**src/dio_pkg.sv**
```systemverilog
package dio_pkg;
   localparam int unsigned CORE_N     = 8;
   localparam int unsigned SHUNT_N    = 16;
   localparam int unsigned TRIG_N     = 3;
   localparam int unsigned IDX_W      = 4;
   localparam int unsigned SHUNT_IDX_W = 5;
   localparam logic [IDX_W-1:0] CORE_IDX_FIRST = 4'h1;
   localparam logic [IDX_W-1:0] CORE_IDX_LAST  = 4'h8;
   localparam int unsigned TRIG_BASE  = 0;
   localparam int unsigned SYNC_BASE  = 4;
   localparam logic [CORE_N-1:0]  CORE_OUT_RST  = 8'h00;
   localparam logic [CORE_N-1:0]  CORE_EN_RST   = 8'h00;
   localparam logic [SHUNT_N-1:0] SHUNT_DRV_RST = 16'h0000;
   localparam logic [TRIG_N-1:0]  TRIG_RST      = 3'h0;
endpackage : dio_pkg

```
**src/discrete_io_trigger_sync.sv**
```systemverilog
module discrete_io_trigger_sync
   import dio_pkg::*;
(
   input  wire logic                                core_clk,
   input  wire logic                                rst,
   input  wire logic [dio_pkg::CORE_N-1:0]          core_discrete_in,
   output logic      [dio_pkg::CORE_N-1:0]          core_discrete_out,
   output logic      [dio_pkg::CORE_N-1:0]          core_discrete_oe,
   input  wire logic [dio_pkg::IDX_W-1:0]           core_idx,
   input  wire logic                                core_wr,
   input  wire logic                                core_wr_val,
   input  wire logic                                core_en_wr,
   input  wire logic                                core_en_val,
   output logic                                     core_rd_val,
   output logic      [dio_pkg::CORE_N-1:0]          core_rd_all,
   input  wire logic [dio_pkg::TRIG_N-1:0]          trig_en,
   input  wire logic [dio_pkg::TRIG_N-1:0]          trig_pol,
   input  wire logic [dio_pkg::TRIG_N-1:0]          sync_en,
   input  wire logic [dio_pkg::TRIG_N-1:0]          sync_pol,
   input  wire logic                                sw_trigger,
   output logic                                     trigger_fire,
   input  wire logic                                sync_cond,
   input  wire logic [dio_pkg::SHUNT_N-1:0]         shunt_in,
   input  wire logic [dio_pkg::SHUNT_N-1:0]         shunt_fault,
   output logic      [dio_pkg::SHUNT_N-1:0]         shunt_sink,
   input  wire logic [dio_pkg::SHUNT_IDX_W-1:0]     shunt_idx,
   input  wire logic                                shunt_wr,
   input  wire logic                                shunt_wr_ground,
   output logic      [dio_pkg::SHUNT_N-1:0]         shunt_ground
);
   import dio_pkg::*;

   // every register of the block lives in this one struct
   typedef struct packed {
      logic [CORE_N-1:0]  c_s1;
      logic [CORE_N-1:0]  c_s2;
      logic [SHUNT_N-1:0] s_s1;
      logic [SHUNT_N-1:0] s_s2;
      logic [CORE_N-1:0]  out;
      logic [CORE_N-1:0]  oe;
      logic [SHUNT_N-1:0] drv;
      logic [SHUNT_N-1:0] trip;
      logic               rd;
      logic               fire;
      logic [CORE_N-1:0]  pin_oe;
      logic [CORE_N-1:0]  pin_out;
      logic [SHUNT_N-1:0] sink;
   } state_t;

   state_t            st_ff;
   state_t            nxt_st;
   logic              trig_hit;
   logic              sync_hit;
   logic [CORE_N-1:0] alloc;
   logic [CORE_N-1:0] func_out;
   logic [CORE_N-1:0] sel;

   // trigger pattern looks only at synchronised pin levels
   pattern_match #(
      .W     (TRIG_N)
   ) u_trig (
      .lines (st_ff.c_s2[TRIG_BASE +: TRIG_N]),
      .mask  (trig_en),
      .pol   (trig_pol),
      .hit   (trig_hit)
   );

   // sync outputs driven to their polarity while the sync condition holds
   assign sync_hit = sync_cond;

   // allocation, function outputs and index decode
   always_comb begin
      alloc = '0;
      alloc[TRIG_BASE +: TRIG_N] = trig_en;
      alloc[SYNC_BASE +: TRIG_N] = sync_en;
      func_out = '0;
      if (sync_hit) begin
         func_out[SYNC_BASE +: TRIG_N] = sync_pol;
      end else begin
         func_out[SYNC_BASE +: TRIG_N] = ~sync_pol;
      end
      sel = '0;
      if (core_idx >= CORE_IDX_FIRST && core_idx <= CORE_IDX_LAST) begin
         sel[3'(core_idx - CORE_IDX_FIRST)] = 1'b1;
      end
   end

   always_comb begin
      nxt_st = st_ff;

      // two-flop synchronisers for the pin levels
      nxt_st.c_s1 = core_discrete_in;
      nxt_st.c_s2 = st_ff.c_s1;
      nxt_st.s_s1 = shunt_in;
      nxt_st.s_s2 = st_ff.s_s1;

      // host writes to the core discretes
      for (int i = 0; i < CORE_N; i++) begin
         if (sel[i] && core_wr) begin
            nxt_st.out[i] = core_wr_val;
            nxt_st.oe[i]  = 1'b1;
         end
         if (sel[i] && core_en_wr) begin
            nxt_st.oe[i] = core_en_val;
         end
      end

      // allocated lines keep their written state but the pin follows the function
      for (int k = 0; k < CORE_N; k++) begin
         if (alloc[k]) begin
            nxt_st.pin_oe[k]  = (k >= int'(SYNC_BASE));
            nxt_st.pin_out[k] = func_out[k];
         end else begin
            nxt_st.pin_oe[k]  = nxt_st.oe[k];
            nxt_st.pin_out[k] = nxt_st.out[k];
         end
      end

      // readback of the selected line, zero when allocated or index bad
      nxt_st.rd = |(sel & st_ff.c_s2 & ~alloc);

      // trigger from pins or from software, both start the process
      nxt_st.fire = trig_hit | sw_trigger;

      for (int j = 0; j < SHUNT_N; j++) begin
         // fault trips the driver; a fresh write is needed after it clears
         if (shunt_fault[j]) begin
            nxt_st.trip[j] = 1'b1;
         end else if (shunt_wr && shunt_idx == 5'(j)) begin
            nxt_st.trip[j] = 1'b0;
         end
         if (shunt_wr && shunt_idx == 5'(j)) begin
            nxt_st.drv[j] = shunt_wr_ground;
         end
      end

      // live fault masks the sink at once, not a cycle late
      nxt_st.sink = nxt_st.drv & ~nxt_st.trip & ~shunt_fault;
   end

   always_ff @(posedge core_clk or posedge rst) begin
      if (rst) begin
         st_ff <= '{c_s1:    '0,
                    c_s2:    '0,
                    s_s1:    '0,
                    s_s2:    '0,
                    out:     CORE_OUT_RST,
                    oe:      CORE_EN_RST,
                    drv:     SHUNT_DRV_RST,
                    trip:    '0,
                    rd:      1'b0,
                    fire:    TRIG_RST[0],
                    pin_oe:  CORE_EN_RST,
                    pin_out: CORE_OUT_RST,
                    sink:    SHUNT_DRV_RST};
      end else begin
         st_ff <= nxt_st;
      end
   end

   assign core_discrete_out = st_ff.pin_out;
   assign core_discrete_oe  = st_ff.pin_oe;
   assign core_rd_val       = st_ff.rd;
   assign core_rd_all       = st_ff.c_s2;
   assign trigger_fire      = st_ff.fire;
   assign shunt_sink        = st_ff.sink;
   // low pin = ground state, high = open
   assign shunt_ground      = ~st_ff.s_s2;
endmodule : discrete_io_trigger_sync

```
**src/pattern_match.sv**
```systemverilog
module pattern_match
   import dio_pkg::*;
#(
   parameter int unsigned W = 3
) (
   input  wire logic [W-1:0] lines,
   input  wire logic [W-1:0] mask,
   input  wire logic [W-1:0] pol,
   output logic              hit
);
   // empty mask never fires
   assign hit = (|mask) && ((~(lines ^ pol) | ~mask) == {W{1'b1}});
endmodule : pattern_match

```
**config.mk**
```make
export PLATFORM = sky130hd
export DESIGN_NAME = discrete_io_trigger_sync
export DESIGN_NICKNAME = d
export VERILOG_FILES = /design/src/dio_pkg.sv /design/src/discrete_io_trigger_sync.sv /design/src/pattern_match.sv
export SDC_FILE = /design/constraint.sdc
export NUM_CORES = 1
export LEC_CHECK = 0
export BUFFER_PORTS_ARGS = -buffer_cell sky130_fd_sc_hd__buf_2
export CORE_UTILIZATION = 52
export DETAILED_ROUTE_END_ITERATION = 16
export MAX_ROUTING_LAYER = met4
export PLACE_DENSITY = 0.85
export SLEW_MARGIN = 20
export SYNTH_ARGS = -nofsm -noshare
export SYNTH_HDL_FRONTEND = slang
export SYNTH_SLANG_ARGS = --single-unit
export TNS_END_PERCENT = 20
```
**constraint.sdc**
```tcl
create_clock -name core_clk -period 4.4 [get_ports core_clk]
set_input_delay 0.44 -clock core_clk [delete_from_list [all_inputs] [get_ports core_clk]]
set_output_delay 0.44 -clock core_clk [all_outputs]
set_load 0.01 [all_outputs]
```
Word level (Yosys, flattened, before mapping)

Cells that the tools add are included.

Output and inout port bits: 58
Register bits: 130
Logic and storage cells: 174

Equality and inequality tests: 16
Multiplexer cells: 88
Reduce and logical (&&, ||, !) cells: 38
$add $sub $neg: 1
Order comparisons: 4
Bitwise gates (word level): 14

Operator list:

| operator                                                                      | count |
|---|---|
| 1-bit 2-to-1 mux                                                              | 85 |
| 16-bit NOT                                                                    | 3 |
| 5-bit by 4-bit == test with 1-bit output (second input constant)              | 8 |
| 1-bit logical AND                                                             | 35 |
| 16-bit AND                                                                    | 2 |
| 5-bit by 3-bit == test with 1-bit output (second input constant)              | 4 |
| 8-bit AND                                                                     | 2 |
| 5-bit by 2-bit == test with 1-bit output (second input constant)              | 2 |
| 3-bit NOT                                                                     | 3 |
| 8-bit 2-to-1 mux                                                              | 1 |
| 7-bit NOT with 8-bit output                                                   | 1 |
| 8-bit OR reduction                                                            | 1 |
| 5-bit by 1-bit == test with 1-bit output (second input constant)              | 1 |
| 5-bit logical NOT                                                             | 1 |
| 4-bit by 1-bit >= comparator with 1-bit output (second input constant)        | 1 |
| 4-bit less-or-equal comparator (second input constant)                        | 1 |
| 3-bit by 4-bit less-than comparator with 1-bit output (second input constant) | 1 |
| 1-bit demux with 3-bit select                                                 | 1 |
| 3-bit == test (second input constant)                                         | 1 |
| 3-bit by 1-bit >= comparator with 1-bit output (second input constant)        | 1 |
| 3-bit 2-to-1 mux                                                              | 1 |
| 3-bit bitwise OR                                                              | 1 |
| 3-bit OR reduction                                                            | 1 |
| 3-bit by 1-bit subtractor with 3-bit output (second input constant)           | 1 |
| other kinds (2)                                                               | 2 |

Logic depth before layout (Yosys ltp)

Depth in word-level cells: 10
Gate-level depth with buffers: 8
Depth with buffers taken out: 6

Modules after synthesis

Synthesis repeated with hierarchy kept, for this count alone.

Cell total of the unflattened synthesis: 366
Area, all modules: 4,813.4 µm²

Modules (own cells, without submodules):

| module                   | times used | area each (µm²) | cells each |
|---|---|---|---|
| discrete_io_trigger_sync | 1          | 4,760.8         | 360 |
| pattern_match            | 1          | 52.6            | 6 |

Worst setup path before layout

Ideal clock, no wire load.

Path kind: input to register
From: input port core_idx[1] (netlist name)
To: register st_ff, in the netlist core_discrete_out[3]
Buffers on the path: 1
Cell stages on the path: 7
Path slack: 2,321 ps
Arrival: 1,951 ps
Required time: 4,273 ps
Cells stage by stage: inv_1 ha_1 or4b_1 and4_1 buf_2 nand3_1 mux2_1

Word-level cells in the longest chain between the ends: 8
Elaborated cells between the ends (all ways): 12
Those cells by class: add/sub: 1; order compare: 4; mux: 4; reduce/logical: 3

RTL lines:

| item                                                                                                                                          | RTL line                        | source |
|---|---|---|
| start, declared                                                                                                                               | discrete_io_trigger_sync.sv:9   | `input wire logic [dio_pkg::IDX_W-1:0] core_idx,` |
| 3-bit by 1-bit subtractor with 3-bit output                                                                                                   | discrete_io_trigger_sync.sv:84  | `sel[3'(core_idx - CORE_IDX_FIRST)] = 1'b1;` |
| 3-bit by 4-bit less-than comparator with 1-bit output (implied by the code) or 3-bit by 1-bit >= comparator with 1-bit output (tied branches) | discrete_io_trigger_sync.sv:84  |  |
| 1-bit logical AND (implied by the code)                                                                                                       | discrete_io_trigger_sync.sv:84  |  |
| 1-bit 2-to-1 mux (implied by the code)                                                                                                        | discrete_io_trigger_sync.sv:84  |  |
| 1-bit demux with 3-bit select                                                                                                                 | discrete_io_trigger_sync.sv:84  |  |
| 8-bit 2-to-1 mux (*)                                                                                                                          | discrete_io_trigger_sync.sv:83  | `if (core_idx >= CORE_IDX_FIRST && core_idx <= CORE_IDX_LAST) begin` |
| 1-bit logical AND (*)                                                                                                                         | discrete_io_trigger_sync.sv:99  | `if (sel[i] && core_wr) begin` |
| 1-bit 2-to-1 mux (*)                                                                                                                          | discrete_io_trigger_sync.sv:99  |  |
| end signal, assigned                                                                                                                          | discrete_io_trigger_sync.sv:143 | `st_ff <= '{c_s1: '0,` |
| end signal, assigned                                                                                                                          | discrete_io_trigger_sync.sv:157 | `st_ff <= nxt_st;` |
| end, declared                                                                                                                                 | discrete_io_trigger_sync.sv:50  | `state_t st_ff;` |

Every way passes the cells marked *; elsewhere a longest branch is shown, timed or not.

==> impl_metrics.yaml <==
pwr:
  power.leakage_nw: 2.87
  switchingPower_mw: 0.739
  swShare: 0.245
  clkPwrFrac: 0.448
  p_int_mw: 2.27
  powerDensity_mw_per_mm2: 516
  power_frac_comb: 0.111
  peakVddDrop_mv: 0.272
  p_seq_frac: 0.441
sta:
  setup_viol: 0
  period_share: 0.414
  worst_pin_slew_ps: 771
  fmax_mhz: 549
  report.final.slew_viol_count: 0
  slew_headroom: 0.486
  finalSetupTns_ps: 0
  final.setup_skew_ps: 3.84
  rsz0062_at_grt: "no"
  hold_viol_final: 0
  period_minus_slack_ps: 1820
flow_run:
  drv_cap: 0
global_route:
  antenna_found_initial: 2
  grt_usage: 0.209
  grt_pass1_wl_mm: 15.1
  grt_start_max_net_pins: 93
  grt_pass1_vias: 3221
  overflow: 0
routing:
  viasPerCell: 5.13
  drt-total-wl_mm: 8.99
  drt-initial-drc-count: 134
  routed-wl-met2_mm: 4.62
  wl_met1_mm: 3.57
  top_layer: "met4"
  drc: 3
  dr_wl_met3_um: 693
  dr.pass1.iters: 13
  vias: 3017
  wire_per_inst_um: 15.3
  ant_nets: 0
layout:
  ff_latch_area_mm2: 0.00315
  fin_nets: 539
  layout-drive-gt1-share: 0.387
  final_core_util: 0.660
  multiInputGateArea_mm2: 0.00120
  syn_to_final_growth_pct: 21.4
  nFillCells: 663
place:
  dpl.hpwl_mm: 6.33
  gp_congestion: 0.857
  port_buffers: 128
synthesis:
  yosys-top-cells-area: "dfrtp_1 (66%), buf_4 (6.2%), mux2_2 (4.0%)"
  syn-num-nets: 440
  synth_seq_cells: 126
  seq_area_frac_synth: 0.655
  synth-main-ff-cell: "dfrtp_1"
  synth_top_area_cell: "dfrtp_1"
  synth.avg_cell_area_um2: 13.1
  ys_types: 44
  syn_inst: 366
  synth_edf_count: 0
  yosys.area.top_type_share: 0.655
  synth_area_mm2: 0.00481
  async_reset_ff_frac: 1.00
  yosys_warnings: 0
clock_tree:
  postCtsSetupRepairBufs: 0
  root_buffer: "clkbuf_8"
  clkTransAtPathRegs_ps: 60
  cts_htree_levels: 4
  cts.sinks: 126
  cts_buffers: 17
  clk_latency_ps: 500
  ctsHoldBuffers: 0
  cts_resized: 0
  clock_path_buffers: 2
  cts_tree: "built"
setup_path:
  worst_setup_path_start_kind: "primary input"
  reg2reg_to: "core_rd_val"
  reg2reg_slack_ps: 3060
  timing.rr.start: "core_rd_all[1]"
  crit_path_end_kind: "register"
  crit_fanout: 13
  ff2ff_path_depth: 3
  worstSetupPathType: "in2reg"
  cp.arrival_ps: 2220
  required_ps: 4800
floorplan:
  fp.dieW_um: 98.2
  die_h_um: 98.2
  core_area_mm2: 0.00885
  fp-row-count: 34
  floorplan.initialDensity: 0.544
  dieArea_mm2: 0.00964
  pin_count: 129
outcome:
  status: "finished, violations left"
  violations: "DRC"
hold_path:
  hold_start: "core_discrete_in[4]"
  whs_endpoint: "nxt_st[118]"
  min_path_cells: 1
  hp-class: "in2reg"
-- worst max-delay path, cell delays in order --
cell and delay (ps):
buf_2 120, inv_1 80, ha_1 220, or4b_1 490, and4_1 370, and3b_1 280
a211oi_1 230
-- cell families (layout without fill, tap and decap cells) --
family,Yosys count,count (layout),synth area share
flops,126,126,0.655
simple gates,78,78,0.0939
xor+xnor,8,8,0.0146
mux,22,22,0.0531
buf+inv,76,188,0.0941
fa+ha+maj,3,3,0.00780
compound gates,53,53,0.0811
other cells,0,2,0
-- cells in the final DEF, fill, tap and decap left out, types with 5 or more instances in the layout --
master	n
mux2_2	17
dfrtp_1	126
clkinv_4	5
nand2_1	21
inv_1	26
a21o_1	17
buf_2	128
nor2b_1	20
nor2_1	7
inv_6	5
clkbuf_16	16
a31oi_1	8
a21oi_1	7
nand3_1	9
-- power groups by stage --
stage | combinational [mW] | clock (mW) | sequential [mW]
after floorplan | 0.265 | 0 | 1.33
after global placement | 0.320 | 0 | 1.34
after CTS | 0.338 | 1.38 | 1.33
final | 0.335 | 1.35 | 1.33
after global routing | 0.374 | 1.43 | 1.34
after detailed placement | 0.334 | 0 | 1.35
-- metal layers --
metal	GRT usage	vias to the layer above
met5	-	-
met4	0.0735	0
met3	0.0608	11
met2	0.353	120
met1	0.239	1487
li1	-	1399
-- worst max-delay path by stage --
stage	startpoint	endpoint	cells after the start
2_1_floorplan	rst	core_discrete_oe[0]	1
3_5_place_dp	core_idx[0]	core_discrete_oe[1]	7
6_report	core_idx[0]	core_discrete_oe[1]	7
5_1_grt	core_idx[0]	core_discrete_oe[1]	7
4_1_cts	core_idx[0]	core_discrete_oe[1]	7
3_3_place_gp	core_idx[0]	st_ff[81]	7
-- cell type report --
type / count / share of cell area
well taps: 108 / 0.0231
clock inverters: 13 / 0.0266
clock buffers: 19 / 0.0739
multi-input cells: 164 / 0.206
repair buffers: 129 / 0.111
inverters: 27 / 0.0182
flip-flops and latches: 126 / 0.540
diodes: 2 / 0.000857
-- sequential cells by signal, summed over array words and instances (netlist names) --
signal             flops
st_ff                 62
nxt_st                24
shunt_sink            16
core_rd_all            8
core_discrete_oe       7
core_discrete_out      7
core_rd_val            1
trigger_fire           1
-- per-stage QoR --
stage / worst slack, ps / hold slack (ps) / cells / total power [mW] / instance area, um^2
final: 2580 / 41.4 / 588 / 3.01 / 5840
after global routing: 2440 / 16.7 / 588 / 3.14 / 5840
after CTS: 2580 / 18.8 / 586 / 3.04 / 5830
after detailed placement: 2080 / 335 / 554 / 1.68 / 5250
after global placement: 2150 / 332 / 554 / 1.66 / 5250
after floorplan: 604 / 331 / 366 / 1.60 / 4810
-- Yosys cell counts (4+ instances only) --
library cell and number:
a21o_1 17, a21oi_1 7, a31oi_1 8, and4b_1 4, buf_4 40, clkbuf_1 4, dfrtp_1 126, inv_1 27
mux2_2 17, nand2_1 21, nand3_1 9, nor2_1 7, nor2b_1 20, xnor2_1 4, xor2_1 4
No activity file was read; power rests on OpenSTA's default activity.
